$ cat src/hdl/dbio_pkg.sv
package dbio_pkg;

   // ****************************************************************
   // Bus and window geometry
   // ****************************************************************
   localparam int ADDR_W = 11;
   localparam int DATA_W = 8;
   localparam int LINES = 4;
   localparam int RELAYS = 8;
   localparam int IRQ_W = 16;
   localparam logic [5:0] BASE_RESET = 6'h18;
   localparam logic UPPER_HALF_OFF = 1'b0;

   // Register offsets inside the 16-byte window
   localparam logic [3:0] OFS_CODE_LOW = 4'h0;
   localparam logic [3:0] OFS_CODE_HIGH = 4'h1;
   localparam logic [3:0] OFS_RANGE = 4'h2;
   localparam logic [3:0] OFS_RELAY = 4'h3;
   localparam logic [3:0] OFS_LINE_CFG = 4'h4;
   localparam logic [3:0] OFS_LINE_DATA = 4'h5;
   localparam logic [3:0] OFS_ISO_CFG = 4'h6;
   localparam logic [3:0] OFS_OUT_CHAN = 4'h7;
   localparam logic [3:0] OFS_COMMAND = 4'h8;
   localparam logic [3:0] OFS_CONFIG = 4'h9;
   localparam logic [3:0] OFS_QUEUE = 4'ha;
   localparam logic [3:0] OFS_IRQ = 4'hb;
   localparam logic [3:0] OFS_PAGE_12 = 4'hc;
   localparam logic [3:0] OFS_PAGE_13 = 4'hd;
   localparam logic [3:0] OFS_PAGE_14 = 4'he;
   localparam logic [3:0] OFS_PAGE_15 = 4'hf;
   localparam logic [1:0] PAGE_SLOT_15 = 2'h3;
   localparam logic PAGE_COUNTERS = 1'b0;

   // Interrupt levels that may be strapped: 3-7, 9-12, 14, 15
   localparam logic [15:0] IRQ_LEGAL = 16'hdef8;
   localparam logic [15:0] IRQ_ONE = 16'h0001;

   // Source index order in the interrupt register nibbles
   localparam int SRC_TIMER = 3;
   localparam int SRC_LINE = 2;
   localparam int SRC_ISO = 1;
   localparam int SRC_SAMPLE = 0;

   // ****************************************************************
   // Carriers
   // ****************************************************************
   typedef struct packed {
      logic [5:0] base;
      logic upper_half;
      logic [3:0] offset;
   } dbio_addr_s;

   typedef struct packed {
      logic [2:0] unused;
      logic output_preset;
      logic output_preload;
      logic board_reset;
      logic queue_clear;
      logic sample_trigger;
   } dbio_cmd_s;

   typedef struct packed {
      logic counter_source_sel;
      logic [1:0] unused;
      logic [1:0] counter_rate_sel;
      logic scan_gap_sel;
      logic pacer_gate;
      logic pacer_source;
   } dbio_cfg_s;

   typedef struct packed {
      logic page;
      logic queue_threshold_on;
      logic queue_on;
      logic sequence_on;
   } dbio_queue_s;

   typedef struct packed {
      logic [3:0] flag_wipe;
      logic [3:0] irq_on;
   } dbio_irq_wr_s;

   typedef struct packed {
      logic [3:0] unused;
      logic output_refresh;
      logic [2:0] output_channel_sel;
   } dbio_chan_wr_s;

   typedef struct packed {
      logic wr;
      logic rd;
      logic page;
      logic [1:0] slot;
      logic [7:0] wdata;
   } dbio_page_req_s;

   typedef struct packed {
      logic [7:0] fifo_status;
      logic adc_busy;
      logic dac_busy;
      logic [3:0] adc_channel;
   } dbio_core_stat_s;

   typedef struct packed {
      logic prev_iow_n;
      logic prev_ior_n;
      logic [10:0] prev_addr;
      logic [7:0] prev_data;
      logic [5:0] base_strap;
      logic [3:0] irq_sel;
      logic pol_strap;
      logic [7:0] code_low;
      logic [3:0] code_high;
      logic [7:0] range;
      logic [7:0] relay;
      logic [3:0] line_way_out;
      logic [3:0] line_value;
      logic [7:0] iso_cfg;
      logic [2:0] out_chan;
      dbio_cfg_s cfg;
      dbio_queue_s queue;
      logic [3:0] irq_on;
      logic [3:0] pending;
      logic [3:0] line_edge;
      logic [3:0] iso_edge;
      logic [3:0] prev_line;
      logic [3:0] prev_iso;
      logic [7:0] data_out;
      logic data_oe_n;
      logic irq_level;
      logic [15:0] irq_oe_n;
      logic [7:0] relay_pin;
      logic [3:0] line_pin;
      logic [3:0] line_oe_n;
      logic refresh;
      logic range_load;
      logic fifo_pop;
      dbio_cmd_s cmd;
      dbio_page_req_s page_req;
   } dbio_state_s;

endpackage : dbio_pkg

$ cat src/hdl/dbio_decode.sv
// Notes on behaviour
// - Answer sixteen byte addresses, decode low four bits
// - Base from strapped bits 10-5, 32-byte aligned
// - Offsets 12-15 page between counters and calibration
// - Offset 10 bit 3 picks the page
// - Unassigned written bits ignored, no side effect
// - Unassigned read bits return zero
// - Offset 7 write: channel bits 2-0, refresh bit 3
// - Offset 7 read: isolated levels and edge status
// - Offset 5: write line values, read levels, edges
// - Offset 4 read: directions plus status
// - Page zero offset 12 is counter low byte
// - Page zero offset 13 is counter middle byte
// - Page one offset 12 is calibration data
// - Page one offset 13 is calibration address
// - Request driven on one legal strapped level only
// - Requests on input changes and periodic transfers
// - Polarity strap inverts all four isolated inputs
module dbio_decode
   import dbio_pkg::*;
(
   input wire logic clock_in,
   input wire logic reset_n_in,
   input wire logic [ADDR_W-1:0] addr_in,
   input wire logic iow_n_in,
   input wire logic ior_n_in,
   input wire logic [DATA_W-1:0] data_in,
   output logic [DATA_W-1:0] data_out,
   output logic data_oe_n_out,
   input wire logic [5:0] base_strap_in,
   input wire logic [3:0] irq_strap_in,
   input wire logic pol_strap_in,
   input wire logic [LINES-1:0] line_in,
   output logic [LINES-1:0] line_out,
   output logic [LINES-1:0] line_oe_n_out,
   input wire logic [LINES-1:0] opto_in,
   output logic [RELAYS-1:0] relay_pin_out,
   input wire logic [DATA_W-1:0] fifo_data_in,
   output logic fifo_pop_out,
   input wire dbio_core_stat_s core_stat_in,
   input wire logic timer_event_in,
   input wire logic sample_event_in,
   output logic [11:0] output_code_bits_out,
   output logic [2:0] output_channel_sel_out,
   output logic output_refresh_out,
   output logic [7:0] channel_range_out,
   output logic range_load_out,
   output dbio_cmd_s command_out,
   output dbio_cfg_s config_out,
   output dbio_queue_s queue_out,
   output dbio_page_req_s page_req_out,
   input wire logic [DATA_W-1:0] page_rdata_in,
   output logic irq_level_out,
   output logic [IRQ_W-1:0] irq_oe_n_out
);

   // ****************************************************************
   // Helpers
   // ****************************************************************

   // Window hit: strapped base on bits 10-5, bit 4 clear
   function automatic logic dbio_hit(input logic [10:0] a, input logic [5:0] base);
      dbio_addr_s f;
      f = dbio_addr_s'(a);
      return (f.base == base) && (f.upper_half == UPPER_HALF_OFF);
   endfunction : dbio_hit

   function automatic logic [3:0] dbio_offset(input logic [10:0] a);
      dbio_addr_s f;
      f = dbio_addr_s'(a);
      return f.offset;
   endfunction : dbio_offset

   // Live line level: outputs read back the programmed value
   function automatic logic [3:0] dbio_levels(input logic [3:0] way, input logic [3:0] val,
                                              input logic [3:0] pins);
      return (way & val) | (~way & pins);
   endfunction : dbio_levels

   // ****************************************************************
   // State
   // ****************************************************************
   dbio_state_s s;
   dbio_state_s next_s;

   // ****************************************************************
   // Next-state logic
   // ****************************************************************

   // Working terms for one cycle
   logic hit_now;
   logic wr_take;
   logic rd_done;
   logic [3:0] wr_ofs;
   logic [3:0] rd_ofs;
   logic [3:0] iso_now;
   logic [3:0] iso_rise;
   logic [3:0] iso_fall;
   logic [3:0] iso_hit;
   logic [3:0] line_chg;
   logic [3:0] wipe;
   logic [3:0] src_set;

   logic [7:0] rd_val;

   dbio_irq_wr_s irq_wr;
   dbio_chan_wr_s chan_wr;
   dbio_cmd_s cmd_wr;

   always_comb begin
      next_s = s;
      // Bus and straps sampled every cycle
      next_s.prev_iow_n = iow_n_in;
      next_s.prev_ior_n = ior_n_in;
      next_s.prev_addr = addr_in;
      next_s.prev_data = data_in;
      next_s.base_strap = base_strap_in;
      next_s.irq_sel = irq_strap_in;
      next_s.pol_strap = pol_strap_in;

      // Pulses live for a single cycle
      next_s.refresh = 1'b0;
      next_s.range_load = 1'b0;
      next_s.fifo_pop = 1'b0;
      next_s.cmd = '0;
      next_s.page_req.wr = 1'b0;
      next_s.page_req.rd = 1'b0;

      // Writes land at the end of the strobe, using the address and data held a cycle back
      hit_now = dbio_hit(addr_in, s.base_strap);
      wr_take = !s.prev_iow_n && iow_n_in && dbio_hit(s.prev_addr, s.base_strap);
      rd_done = !s.prev_ior_n && ior_n_in && dbio_hit(s.prev_addr, s.base_strap);

      // Captured byte fields
      wr_ofs = dbio_offset(s.prev_addr);
      rd_ofs = dbio_offset(addr_in);
      irq_wr = dbio_irq_wr_s'(s.prev_data);
      chan_wr = dbio_chan_wr_s'(s.prev_data);
      cmd_wr = dbio_cmd_s'(s.prev_data);

      // Isolated inputs, optionally inverted by strap
      iso_now = opto_in ^ {LINES{s.pol_strap}};
      iso_rise = iso_now & ~s.prev_iso;
      iso_fall = ~iso_now & s.prev_iso;
      iso_hit = s.iso_cfg[7:4] & ((s.iso_cfg[3:0] & iso_rise) | (~s.iso_cfg[3:0] & iso_fall));
      next_s.prev_iso = iso_now;

      // Any change on a digital line counts as an edge
      line_chg = line_in ^ s.prev_line;
      next_s.prev_line = line_in;

      // Interrupt sources
      src_set = '0;
      src_set[SRC_TIMER] = timer_event_in;
      src_set[SRC_LINE] = |line_chg;
      src_set[SRC_ISO] = |iso_hit;
      src_set[SRC_SAMPLE] = sample_event_in;

      // Only writes wipe flags
      wipe = '0;

      // Register writes; bits with no function are dropped by field selection
      if (wr_take) begin
         unique case (wr_ofs)
            OFS_CODE_LOW: begin
               next_s.code_low = s.prev_data;
            end
            OFS_CODE_HIGH: begin
               next_s.code_high = s.prev_data[3:0];
            end
            OFS_RANGE: begin
               next_s.range = s.prev_data;
               next_s.range_load = 1'b1;
            end
            OFS_RELAY: begin
               next_s.relay = s.prev_data;
            end
            OFS_LINE_CFG: begin
               next_s.line_way_out = s.prev_data[3:0];
            end
            OFS_LINE_DATA: begin
               // Lines in input mode keep their old value
               next_s.line_value = (s.line_way_out & s.prev_data[3:0])
                                 | (~s.line_way_out & s.line_value);
            end
            OFS_ISO_CFG: begin
               next_s.iso_cfg = s.prev_data;
            end
            OFS_OUT_CHAN: begin
               next_s.out_chan = chan_wr.output_channel_sel;
               next_s.refresh = chan_wr.output_refresh;
            end
            OFS_COMMAND: begin
               // Pulses, not stored
               next_s.cmd = cmd_wr;
               next_s.cmd.unused = '0;
            end
            OFS_CONFIG: begin
               next_s.cfg = dbio_cfg_s'(s.prev_data);
               next_s.cfg.unused = '0;
            end
            OFS_QUEUE: begin
               next_s.queue = dbio_queue_s'(s.prev_data[3:0]);
            end
            OFS_IRQ: begin
               wipe = irq_wr.flag_wipe;
               next_s.irq_on = irq_wr.irq_on;
            end
            OFS_PAGE_12, OFS_PAGE_13, OFS_PAGE_14, OFS_PAGE_15: begin
               // Passed to counter or calibration engine per page
               next_s.page_req.wr = 1'b1;
               next_s.page_req.page = s.queue.page;
               next_s.page_req.slot = wr_ofs[1:0];
               next_s.page_req.wdata = s.prev_data;
            end
         endcase
      end

      // A set in the same cycle as its wipe wins
      next_s.pending = (s.pending & ~wipe) | src_set;

      // Read side effects take place when the strobe ends
      if (rd_done) begin
         unique case (dbio_offset(s.prev_addr))
            OFS_CODE_LOW, OFS_CODE_HIGH: begin
               // Host must pair low and high bytes
               next_s.fifo_pop = 1'b1;
            end
            OFS_LINE_DATA: begin
               next_s.line_edge = '0;
            end
            OFS_OUT_CHAN: begin
               next_s.iso_edge = '0;
            end
            OFS_PAGE_12, OFS_PAGE_13, OFS_PAGE_14, OFS_PAGE_15: begin
               next_s.page_req.rd = 1'b1;
            end
            default: begin
               next_s.page_req.rd = 1'b0;
            end
         endcase
      end

      // Edge flags set after the clear so a fresh edge survives the read
      next_s.line_edge = next_s.line_edge | line_chg;
      next_s.iso_edge = next_s.iso_edge | iso_hit;

      // Paged engine sees the current slot while a read is under way
      if (!ior_n_in && hit_now) begin
         next_s.page_req.page = s.queue.page;
         next_s.page_req.slot = rd_ofs[1:0];
      end

      // Read data mux; every unassigned bit is zero
      rd_val = '0;
      unique case (rd_ofs)
         OFS_CODE_LOW, OFS_CODE_HIGH: begin
            rd_val = fifo_data_in;
         end
         OFS_RANGE: begin
            rd_val = s.range;
         end
         OFS_RELAY: begin
            rd_val = s.relay;
         end
         OFS_LINE_CFG: begin
            // Direction with the line status alongside
            rd_val = {s.line_edge, s.line_way_out};
         end
         OFS_LINE_DATA: begin
            rd_val = {s.line_edge, dbio_levels(s.line_way_out, s.line_value, line_in)};
         end
         OFS_ISO_CFG: begin
            rd_val = s.iso_cfg;
         end
         OFS_OUT_CHAN: begin
            rd_val = {s.iso_edge, iso_now};
         end
         OFS_COMMAND: begin
            rd_val = {3'h0, s.pol_strap, core_stat_in.adc_channel};
         end
         OFS_CONFIG: begin
            rd_val = {core_stat_in.adc_busy, core_stat_in.dac_busy, s.cfg.counter_source_sel,
                      s.cfg.counter_rate_sel, s.cfg.scan_gap_sel, s.cfg.pacer_gate,
                      s.cfg.pacer_source};
         end
         OFS_QUEUE: begin
            // Queue flags of the core on top
            rd_val = {core_stat_in.fifo_status[7:4], s.queue};
         end
         OFS_IRQ: begin
            // Flags above enables
            rd_val = {s.pending, s.irq_on};
         end
         OFS_PAGE_12, OFS_PAGE_13, OFS_PAGE_14, OFS_PAGE_15: begin
            // Counter page has nothing to read at its last slot
            if (s.queue.page == PAGE_COUNTERS && rd_ofs[1:0] == PAGE_SLOT_15) begin
               rd_val = '0;
            end else begin
               rd_val = page_rdata_in;
            end
         end
      endcase

      // Data bus is driven only while a read hits the window
      if (!ior_n_in && hit_now) begin
         next_s.data_out = rd_val;
         next_s.data_oe_n = 1'b0;
      end else begin
         next_s.data_out = '0;
         next_s.data_oe_n = 1'b1;
      end

      // One request line, and only if the strap names a legal level
      next_s.irq_level = |(s.pending & s.irq_on);
      next_s.irq_oe_n = ~(IRQ_LEGAL & (IRQ_ONE << s.irq_sel));

      // Pins: relays are inverted so reset leaves them off
      next_s.relay_pin = ~next_s.relay;
      next_s.line_pin = next_s.line_value;
      next_s.line_oe_n = ~next_s.line_way_out;
   end

   // ****************************************************************
   // State register
   // ****************************************************************

   // Reset puts relays off, lines to input and the bus released
   always_ff @(posedge clock_in or negedge reset_n_in) begin
      if (!reset_n_in) begin
         s <= '0;
         s.prev_iow_n <= 1'b1;
         s.prev_ior_n <= 1'b1;
         s.base_strap <= BASE_RESET;
         s.data_oe_n <= 1'b1;
         s.irq_oe_n <= '1;
         s.relay_pin <= '1;
         s.line_oe_n <= '1;
      end else begin
         s <= next_s;
      end
   end

   // ****************************************************************
   // Outputs, all straight from state
   // ****************************************************************
   assign data_out = s.data_out;
   assign data_oe_n_out = s.data_oe_n;

   assign line_out = s.line_pin;
   assign line_oe_n_out = s.line_oe_n;
   assign relay_pin_out = s.relay_pin;

   assign fifo_pop_out = s.fifo_pop;

   assign output_code_bits_out = {s.code_high, s.code_low};
   assign output_channel_sel_out = s.out_chan;
   assign output_refresh_out = s.refresh;
   assign channel_range_out = s.range;
   assign range_load_out = s.range_load;

   assign command_out = s.cmd;
   assign config_out = s.cfg;
   assign queue_out = s.queue;
   assign page_req_out = s.page_req;

   assign irq_level_out = s.irq_level;
   assign irq_oe_n_out = s.irq_oe_n;

endmodule : dbio_decode

$ cat config.mk
export PLATFORM = sky130hd
export DESIGN_NAME = dbio_decode
export DESIGN_NICKNAME = d
export VERILOG_FILES = /design/src/hdl/dbio_pkg.sv /design/src/hdl/dbio_decode.sv
export SDC_FILE = /design/constraint.sdc
export NUM_CORES = 1
export LEC_CHECK = 0
export ABC_AREA = 1
export BUFFER_PORTS_ARGS = -buffer_cell sky130_fd_sc_hd__buf_4
export CAP_MARGIN = 20
export CELL_PAD_IN_SITES_DETAIL_PLACEMENT = 1
export CELL_PAD_IN_SITES_GLOBAL_PLACEMENT = 1
export CORE_MARGIN = 5
export CORE_UTILIZATION = 42
export CTS_BUF_LIST = sky130_fd_sc_hd__clkbuf_4 sky130_fd_sc_hd__clkbuf_8
export CTS_CLUSTER_DIAMETER = 200
export DETAILED_ROUTE_END_ITERATION = 16
export PLACE_DENSITY_LB_ADDON = 0.1
export SLEW_MARGIN = 20
export SYNTH_ARGS = -nofsm -noshare
export SYNTH_HDL_FRONTEND = slang
export SYNTH_SLANG_ARGS = --single-unit
$ cat constraint.sdc
create_clock -name clock_in -period 2 [get_ports clock_in]
set_clock_uncertainty 0.2 [all_clocks]
set_input_delay 0.4 -clock clock_in [delete_from_list [all_inputs] [get_ports clock_in]]
set_output_delay 0.4 -clock clock_in [all_outputs]
set_load 0.02 [all_outputs]
# After elaboration in Yosys (flattened, before gate mapping)
# Index checks and enable logic that the tools add are counted.
word_totals:
  reg_bits: 175
  input_bits: 74
  word_cells: 176
op_classes:
  n_eq_ne: 33
  n_shift: 1
  mux: 29
  n_bitwise: 30
  n_reduce_logical: 33
op_table:
  columns: ["op", "count"]
  rows:
  - ["$pmux W8 S12", 1]
  - ["$eq A4 B4 Y1 const B", 16]
  - ["$and A4 B4 Y4", 11]
  - ["$mux W43", 1]
  - ["$mux W8", 5]
  - ["$eq A4 B3 Y1 const B", 8]
  - ["$mux W4", 8]
  - ["$not A4 Y4", 6]
  - ["$or A4 B4 Y4", 6]
  - ["$mux W11", 2]
  - ["$reduce_and A2 Y1", 11]
  - ["$reduce_or A4 Y1", 5]
  - ["$mux W9", 2]
  - ["$eq A4 B2 Y1 const B", 4]
  - ["$not A16 Y16", 1]
  - ["$shl A1 B4 Y16 const A", 1]
  - ["$eq A6 B6 Y1", 2]
  - ["$eq A4 B1 Y1 const B", 2]
  - ["$logic_and A1 B1 Y1", 8]
  - ["$logic_not A4 Y1", 2]
  - ["$not A8 Y8", 1]
  - ["$xor A4 B4 Y4", 2]
  - ["$mux W1", 6]
  - ["$mux W3", 2]
  - ["other kinds (7)", 13]

# Logic depth before layout (Yosys ltp)
# Gate-level depths: netlist of run 1.
logic_depth:
  ltp_word: 8
  mapped_depth: 11
  ltp_nobuf: 10

# Worst setup path after synthesis of run 1
# Ideal clock, no wire load.
synth_timing:
  kind: "register to register"
  start: "register s[157] in the netlist's numbering"
  end: "register s, in the netlist config_out[1]"
  setup_time_ps: 122
  t_arrival_ps: 1504
  slack_ps: 174
  stages_incl_launch_ff: 12
  period_less_slack_ps: 1826
  cell_sequence: "dfstp_2 inv_1 nand2_1 inv_1 nor2_1 nand2_1 nor3_2 buf_4 nand2_1 buf_4 nand2_1 o21ai_2"
synth_between:
  elab_chain_len: 4
synth_lines:
  columns: ["element", "line", "rtl"]
  rows:
  - ["start: declaration", "dbio_decode.sv:83", "dbio_state_s s;"]
  - ["start signal: assignment", "dbio_decode.sv:340", "s <= next_s;"]
  - ["$eq A6 B6 Y1", "dbio_decode.sv:65", "return (f.base == base) && (f.upper_half == UPPER_HALF_OFF);"]
  - ["$logic_and A1 B1 Y1", "dbio_decode.sv:65", null]
  - ["$logic_and A1 B1 Y1", "dbio_decode.sv:131", "wr_take = !s.prev_iow_n && iow_n_in && dbio_hit(s.prev_addr, s.base_strap);"]
  - ["$reduce_and A2 Y1 (no source line)", null, null]
# Every way passes these cells.
# A chain may end at the register's enable or synchronous reset.

==> flow_metrics.py, run 1 <==
metrics = {
    "worst_setup_path": {
        "r2r_setup_slack_ps": 40,
        "cp_top_family": "simple AND/OR/NAND/NOR gates",
        "worst_setup_path_start_kind": "input pin",
        "cpMostUsedCell": "nor2_1",
        "critPathCapture": "data_out[1]",
        "worstSetupPathType": "input pin to register",
        "cp_num_buf_inv": 2,
        "rr_worst_depth": 11,
        "crit_slowest_cell": "dlygate4sd3_1",
        "cp_num_cells": 9,
        "rr_endpoint": "s[126]",
        "cp-end-kind": "register",
        "worstPathRequired_ps": 2180,
        "crit_fanout": 5,
        "rr_startpoint": "s[158]",
        "startpoint": "addr_in[0]",
        "crit_chain": "dlygate4sd3_1 -> buf_4 -> nor2_1 -> nand2_1 -> o21ai_0 -> nor2_1 -> nand2_1 -> nor2_1 -> nor2_1",
        "critPathArrivalTime_ps": 2150,
        "slowest_delay_ps": 540,
    },
    "hold_path": {
        "min-delay-path-class": "input pin to register",
    },
    "yosys": {
        "yosys.area.top_type": "dfrtp_1",
        "async_flop_share_pct": 100,
        "synth_cell_types": 30,
        "synth_edf_count": 0,
        "ys_warn_count": 0,
        "ys_ff_latch": 167,
        "syn_inst": 910,
        "synth_top_area_share_pct": 44.5,
        "synth.area.top_cells": "dfrtp_1 (44%), nand2_1 (12%), buf_4 (9.7%), dfstp_2 (9.4%), o21ai_0 (5.0%)",
        "synth_ff_type": "dfrtp_1",
        "seq_area_frac_synth_pct": 53.9,
        "avgSynthCellArea_um2": 8.60,
        "syn_area_um2": 7820,
    },
    "final_layout": {
        "syn_to_final_growth_pct": 27.0,
        "final_common_cell": "nand2_1",
        "final_cells": 1326,
        "nNetsFinal": 1153,
        "final_area_um2": 9930,
        "final_cell_mix": "nand2_1 (234), buf_4 (200), dfrtp_1 (139)",
        "n_antenna_cell": 0,
        "drive_gt1_share_pct": 30.0,
    },
    "placement": {
        "dp.cells": 1248,
        "gp_congestion": 0.903,
        "dp_hpwl_um": 17700,
        "io_buffers": 160,
        "place_ws_ps": -39.4,
        "place_area_um2": 9020,
    },
    "power": {
        "ir_worst_vdd_v": 0.000378,
        "combPwrFrac_pct": 13.1,
        "seq_power_share_pct": 53.8,
        "power_leakage_nw": 5.15,
        "swShare_pct": 28.4,
        "intPower_mw": 4.89,
        "pwr-share-clk_pct": 33.1,
        "pwr_density_cell_nw_per_um2": 687,
        "switching_power_mw": 1.94,
    },
    "global_route": {
        "antenna_found_initial": 0,
        "grt_pass1_wl_um": 37400,
        "grt_usage_pct": 22.3,
        "grt_pass1_vias": 6870,
        "grt_overflow": 0,
        "grt_max_degree": 52,
    },
    "run": {
        "max-cap-violations": 0,
    },
    "clock_network": {
        "cts_num_sinks": 167,
        "clk_latency_ps": 450,
        "clkTransAtPathRegs_ps": 90,
        "h-tree-depth": 4,
        "cts_root_buf": "clkbuf_8",
        "cts_buffer_depth": 2,
        "cts_tree": "built",
        "cts_buffers": 17,
    },
    "routing": {
        "drc": 0,
        "finalWirelength_um": 23400,
        "vias": 6339,
        "ant_nets": 0,
        "drt-initial-drc-count": 298,
        "dr.pass1.iters": 4,
        "vias_per_cell": 4.78,
        "wl_per_cell_um": 17.6,
    },
    "die": {
        "die_y_um": 146,
        "core_area_um2": 18500,
        "die-area_um2": 21500,
        "initial_utilization_pct": 42.3,
        "pin_count": 175,
        "die_w_um": 146,
        "num_rows": 50,
    },
    "timing": {
        "slew_viol_final": 0,
        "rsz0062_at_grt": "yes",
        "fmax_ghz": 0.507,
        "fin_crit_ps": 1970,
        "worst_slew_pin_slew_ps": 517,
        "finalSetupViolations": 0,
        "period_share_pct": 98.7,
        "fin_ws_ps": 26.7,
        "hold_viol_final": 0,
        "relSlewSlack_pct": 65.5,
    },
    "status": {
        "status": "complete, no violations",
    },
}
-- worst min-delay path by stage --
stage | to | slack (ps) | cells after the start | from
5_1_grt | s[169] | 20 | 2 | addr_in[1]
4_1_cts | s[169] | 7 | 2 | addr_in[1]
3_3_place_gp | s[178] | 120 | 1 | reset_n_in
6_report | data_out[3] | 30 | 3 | fifo_data_in[3]
3_5_place_dp | s[159] | 110 | 1 | reset_n_in
2_1_floorplan | asynchronous set/reset pin | -100 | 0 | reset_n_in
-- worst reg2reg max path, cell delays in order, from the launching register on --
cell and delay, ps:
dfstp_2 570, inv_2 40, nand2_2 50, nand2_1 50
nor2_1 80, nand2_1 110, nor3_4 170, buf_12 180
buf_12 170, nand2_1 80, o21ai_2 80, inv_1 70
-- cell usage after synthesis (4+ instances only) --
cell / n
nor2_1: 78
clkbuf_1: 5
xnor2_1: 4
o21ai_0: 78
o21ai_2: 18
nor3_1: 9
nand2_1: 251
buf_2: 4
nand3_1: 48
inv_1: 100
a21oi_1: 9
nand4_1: 5
dfrtp_1: 139
buf_4: 101
mux2i_1: 5
xor2_1: 6
dfstp_2: 28
-- through the flow --
step           hold slack (ps)  total power, mW  TNS [ps]  util [%]
3_3_place_gp               116             4.53      -116      48.7
2_1_floorplan            -95.6             4.17         0         -
4_1_cts                   6.82             6.88     -6.78      53.0
3_5_place_dp               114             4.56      -148      48.7
5_1_grt                   23.6             7.16     -1700      53.6
6_report                  29.8             6.83         0      53.6
-- layout make-up --
cell class / count / area (µm²)
well taps: 234 / 293
inverters: 104 / 390
repair buffers: 252 / 2110
clock buffers: 20 / 269
fillers: 2180 / 8580
clock inverters: 12 / 92.6
multi-input cells: 537 / 2560
flip-flops and latches: 167 / 4210
-- power by group through the flow --
stage / combinational [mW] / clock, mW / sequential (mW)
3_5_place_dp: 0.816 / 0 / 3.74
5_1_grt: 0.988 / 2.47 / 3.70
6_report: 0.894 / 2.26 / 3.68
3_3_place_gp: 0.798 / 0 / 3.73
4_1_cts: 0.887 / 2.32 / 3.68
2_1_floorplan: 0.479 / 0 / 3.69
-- timing repair --
| action | 4_1_cts | 5_1_grt |
|---|---|---|
| pin swaps | 0 | 1 |
| cloned | 0 | 0 |
| gates resized for setup | 4 | 34 |
| setup buffers | 0 | 4 |
| hold endpoints to repair | 184 | 0 |
| setup endpoints to repair | 18 | 86 |
| hold buffers | 42 | 0 |
-- sequential cells by signal, summed over array words and instances, names as in the netlist, 3 cells and up, named ones only --
signal / count
chan_wr: 8
channel_range_out: 8
command_out: 5
config_out: 6
data_out: 8
irq_oe_n_out: 11
line_oe_n_out: 4
output_channel_sel_out: 3
output_code_bits_out: 12
page_req_out: 13
queue_out: 4
relay_pin_out: 8
s: 68
-- routing by layer --
metal  vias to the layer above  global-route usage (%)  routed length [µm]
met5                         -                       0                   0
met4                         0                    5.41                 273
met3                        17                    4.00                1110
met2                       143                    38.0               11700
met1                      3094                    29.7               10300
li1                       3085                       -                   -
-- cells by family (layout without fill, tap and decap cells) --
logic type,count (synthesis),after routing,synth area share (%)
AND/OR/NAND/NOR,394,394,20.2
buffers and inverters,214,388,15.2
flip-flops,167,167,53.9
AO/OA/AOI/OAI,116,116,8.65
XOR/XNOR,10,10,1.12
multiplexers,7,7,0.928
other,2,10,0.0960
Note: power is estimated with default switching activity, not from simulation.
==> inputs of run 2 (changes only) <==
--- a/config.mk
+++ b/config.mk
@@ -5,15 +5,15 @@
 export SDC_FILE = /design/constraint.sdc
 export NUM_CORES = 1
 export LEC_CHECK = 0
-export ABC_AREA = 1
 export BUFFER_PORTS_ARGS = -buffer_cell sky130_fd_sc_hd__buf_4
 export CAP_MARGIN = 20
 export CELL_PAD_IN_SITES_DETAIL_PLACEMENT = 1
 export CELL_PAD_IN_SITES_GLOBAL_PLACEMENT = 1
 export CORE_MARGIN = 5
-export CORE_UTILIZATION = 42
+export CORE_UTILIZATION = 44
 export CTS_BUF_LIST = sky130_fd_sc_hd__clkbuf_4 sky130_fd_sc_hd__clkbuf_8
-export CTS_CLUSTER_DIAMETER = 200
+export CTS_CLUSTER_DIAMETER = 80
+export CTS_CLUSTER_SIZE = 28
 export DETAILED_ROUTE_END_ITERATION = 16
 export PLACE_DENSITY_LB_ADDON = 0.1
 export SLEW_MARGIN = 20
==> run 2 against run 1 <==
  * The run now ends with setup timing left
  * Combinational power is 16% lower
  * Synthesized cell count down 28%
  * Global-route usage rose by 0.77 points
  * Utilization up 6.1 points
  * Maximum frequency decreased by 22%
  * Sequential power down 3%
  * Via count decreased by 11%
  * Routed wire length is 0.58% higher
  * Critical path depth fell by 4
  * Sequential share of layout area down 1.6 points
  * Synthesized area down 0.98%
  * Largest cell class unchanged
  * Highest routed layer unchanged
==> flow_metrics.py, run 2 <==
metrics = {
    "yosys": {
        "avgSynthCellArea_um2": 11.9,
        "syn_inst": 652,
        "synth_ff_type": "dfrtp_1",
        "async_flop_share_pct": 100,
        "synth.area.top_cells": "dfrtp_1 (45%), mux2_2 (9.6%), dfstp_2 (9.5%), buf_4 (9.3%), mux2i_1 (3.6%)",
        "yosys.area.top_type": "dfrtp_1",
        "ys_warn_count": 0,
        "synth_top_area_share_pct": 44.9,
        "syn_area_um2": 7750,
        "ys_top_cells_by_count": "dfrtp_1 (139), buf_4 (96), mux2_2 (66)",
        "synth_cell_types": 59,
        "ys_ff_latch": 167,
        "synth.most_common_cell": "dfrtp_1",
        "seq_area_frac_synth_pct": 54.4,
        "synth_edf_count": 0,
    },
    "hold_path": {
        "min-delay-path-class": "input pin to register",
        "whs_path_depth": 3,
        "hp-start": "fifo_data_in[4]",
        "worstHoldEndpoint": "data_out[4]",
    },
    "die": {
        "pin_count": 175,
        "die-area_um2": 20400,
        "core_area_um2": 17300,
        "num_rows": 48,
        "initial_utilization_pct": 44.8,
        "die_y_um": 143,
        "die_w_um": 143,
    },
    "clock_network": {
        "clkTransAtPathRegs_ps": 90,
        "cts_root_buf": "clkbuf_8",
        "h-tree-depth": 4,
        "clk_latency_ps": 480,
        "cts_buffer_depth": 2,
        "cts_num_sinks": 167,
        "cts_tree": "built",
        "cts_buffers": 17,
    },
    "worst_setup_path": {
        "cp_num_buf_inv": 1,
        "worstSetupPathType": "register to register",
        "critPathArrivalTime_ps": 2710,
        "cp-end-kind": "register",
        "cpMostUsedCell": "or4_4",
        "r2r_setup_slack_ps": -550,
        "crit_slowest_cell": "or4_4",
        "rr_endpoint": "page_req_out[6]",
        "slowest_delay_ps": 560,
        "rr_worst_depth": 5,
        "cp_top_family": "simple AND/OR/NAND/NOR gates",
        "worstPathRequired_ps": 2160,
        "worst_setup_path_start_kind": "register",
        "cp_num_cells": 5,
        "crit_fanout": 5,
        "crit_chain": "xor2_1 -> or4_4 -> buf_4 -> or4_4 -> mux2_4",
        "rr_startpoint": "s[157]",
    },
    "final_layout": {
        "largest_reg_flops": 68,
        "n_antenna_cell": 0,
        "n_fill_cell": 1769,
        "finish.utilization_pct": 59.7,
        "syn_to_final_growth_pct": 33.3,
        "final_cell_mix": "buf_4 (218), dfrtp_1 (139), mux2_2 (43), dlygate4sd3_1 (43), nand2_1 (42)",
        "nNetsFinal": 918,
        "regMostFlops": "s",
        "final_common_cell": "buf_4",
        "drive_gt1_share_pct": 47.6,
    },
    "timing": {
        "finalSetupViolations": 113,
        "fin_crit_ps": 2550,
        "fin_tns_setup_ps": -46200,
        "relSlewSlack_pct": 44.4,
        "hold_viol_final": 0,
        "fin_ws_ps": -546,
        "worst_slew_pin_slew_ps": 834,
        "slew_viol_final": 0,
        "rsz0062_at_grt": "yes",
        "fmax_ghz": 0.393,
        "period_share_pct": 127,
    },
    "routing": {
        "vias": 5649,
        "finalWirelength_um": 23500,
        "ant_nets": 0,
        "drc": 0,
        "drt-initial-drc-count": 326,
        "dr.pass1.iters": 4,
        "wl_per_cell_um": 21.7,
        "vias_per_cell": 5.22,
    },
    "global_route": {
        "grt_max_degree": 62,
        "grt_usage_pct": 23.0,
        "grt_overflow": 0,
        "grt_pass1_vias": 6066,
        "antenna_found_initial": 1,
        "grt_pass1_wl_um": 35200,
    },
    "placement": {
        "io_buffers": 160,
        "dp_hpwl_um": 16400,
        "gp_congestion": 0.910,
    },
    "power": {
        "ir_worst_vdd_v": 0.000478,
        "pwr_density_cell_nw_per_um2": 651,
        "fin_total_pwr_mw": 6.72,
        "power_leakage_nw": 4.99,
    },
    "status": {
        "status": "finished with violations",
        "violations": "setup timing",
    },
    "run": {
        "max-cap-violations": 0,
    },
}
[run 2: cells by family after synthesis]
| kind of cell | after synthesis | share of synthesized area (%) |
|---|---|---|
| flops | 167 | 54.4 |
| simple gates | 157 | 11.7 |
| buf+inv | 131 | 11.3 |
| mux | 95 | 13.4 |
| compound gates | 80 | 6.93 |
| xor+xnor | 20 | 2.26 |
| other cells | 2 | 0.0969 |
[run 2: final cells by class]
type | count | area (µm²) | area share (%)
timing repair buffer | 287 | 2450 | 23.7
sequential | 167 | 4210 | 40.8
multi-input combinational | 362 | 2960 | 28.7
clock buffer | 20 | 275 | 2.66
inverter | 9 | 33.8 | 0.327
clock inverter | 12 | 116 | 1.13
tap | 225 | 282 | 2.73
[run 2: how the worst max path moves through the flow]
stage,startpoint,endpoint
2_1_floorplan,s[157],s[126]
3_3_place_gp,s[157],config_out[4]
3_5_place_dp,s[157],config_out[7]
4_1_cts,s[157],config_out[7]
5_1_grt,s[157],queue_out[3]
6_report,s[157],page_req_out[6]
[run 2: tightest hold or removal path: stages]
cell     delay [ps]
buf_4           110
o21ai_2         110
a31oi_1          40
[run 2: power breakdown]
group / total [mW] / internal [mW] / switching, mW / leakage, nW
logic: 0.754 / 0.361 / 0.393 / 2.68
clock network: 2.40 / 1.10 / 1.30 / 0.197
registers: 3.56 / 3.46 / 0.100 / 2.11
[run 2: stage by stage]
stage | setup WS (ps) | instance area [µm²] | instances | hold slack [ps]
floorplan | -697 | 7820 | 660 | -95.6
global placement | -668 | 9020 | 990 | 66.9
detailed placement | -677 | 9020 | 990 | 73.8
CTS | -518 | 10000 | 1068 | 4.88
global route | -586 | 10300 | 1082 | 4.15
finish | -546 | 10300 | 1082 | 24.0
[run 2: per-layer routing]
layer,track usage (%),routed length (µm),up-vias,share of wire (%)
met4,6.80,415,0,1.8
met3,5.22,1180,27,5.0
li1,-,-,2557,-
met1,31.3,10300,2883,44
met2,37.2,11600,182,49
met5,0,0,-,0
[run 2: timing repair]
| item | CTS | global route |
|---|---|---|
| pin swaps | 8 | 8 |
| cloned | 1 | 2 |
| hold buffers | 40 | 3 |
| hold endpoints to repair | 182 | 3 |
| gates resized for setup | 48 | 32 |
| setup endpoints to repair | 106 | 114 |
| buffers inserted | 5 | 10 |
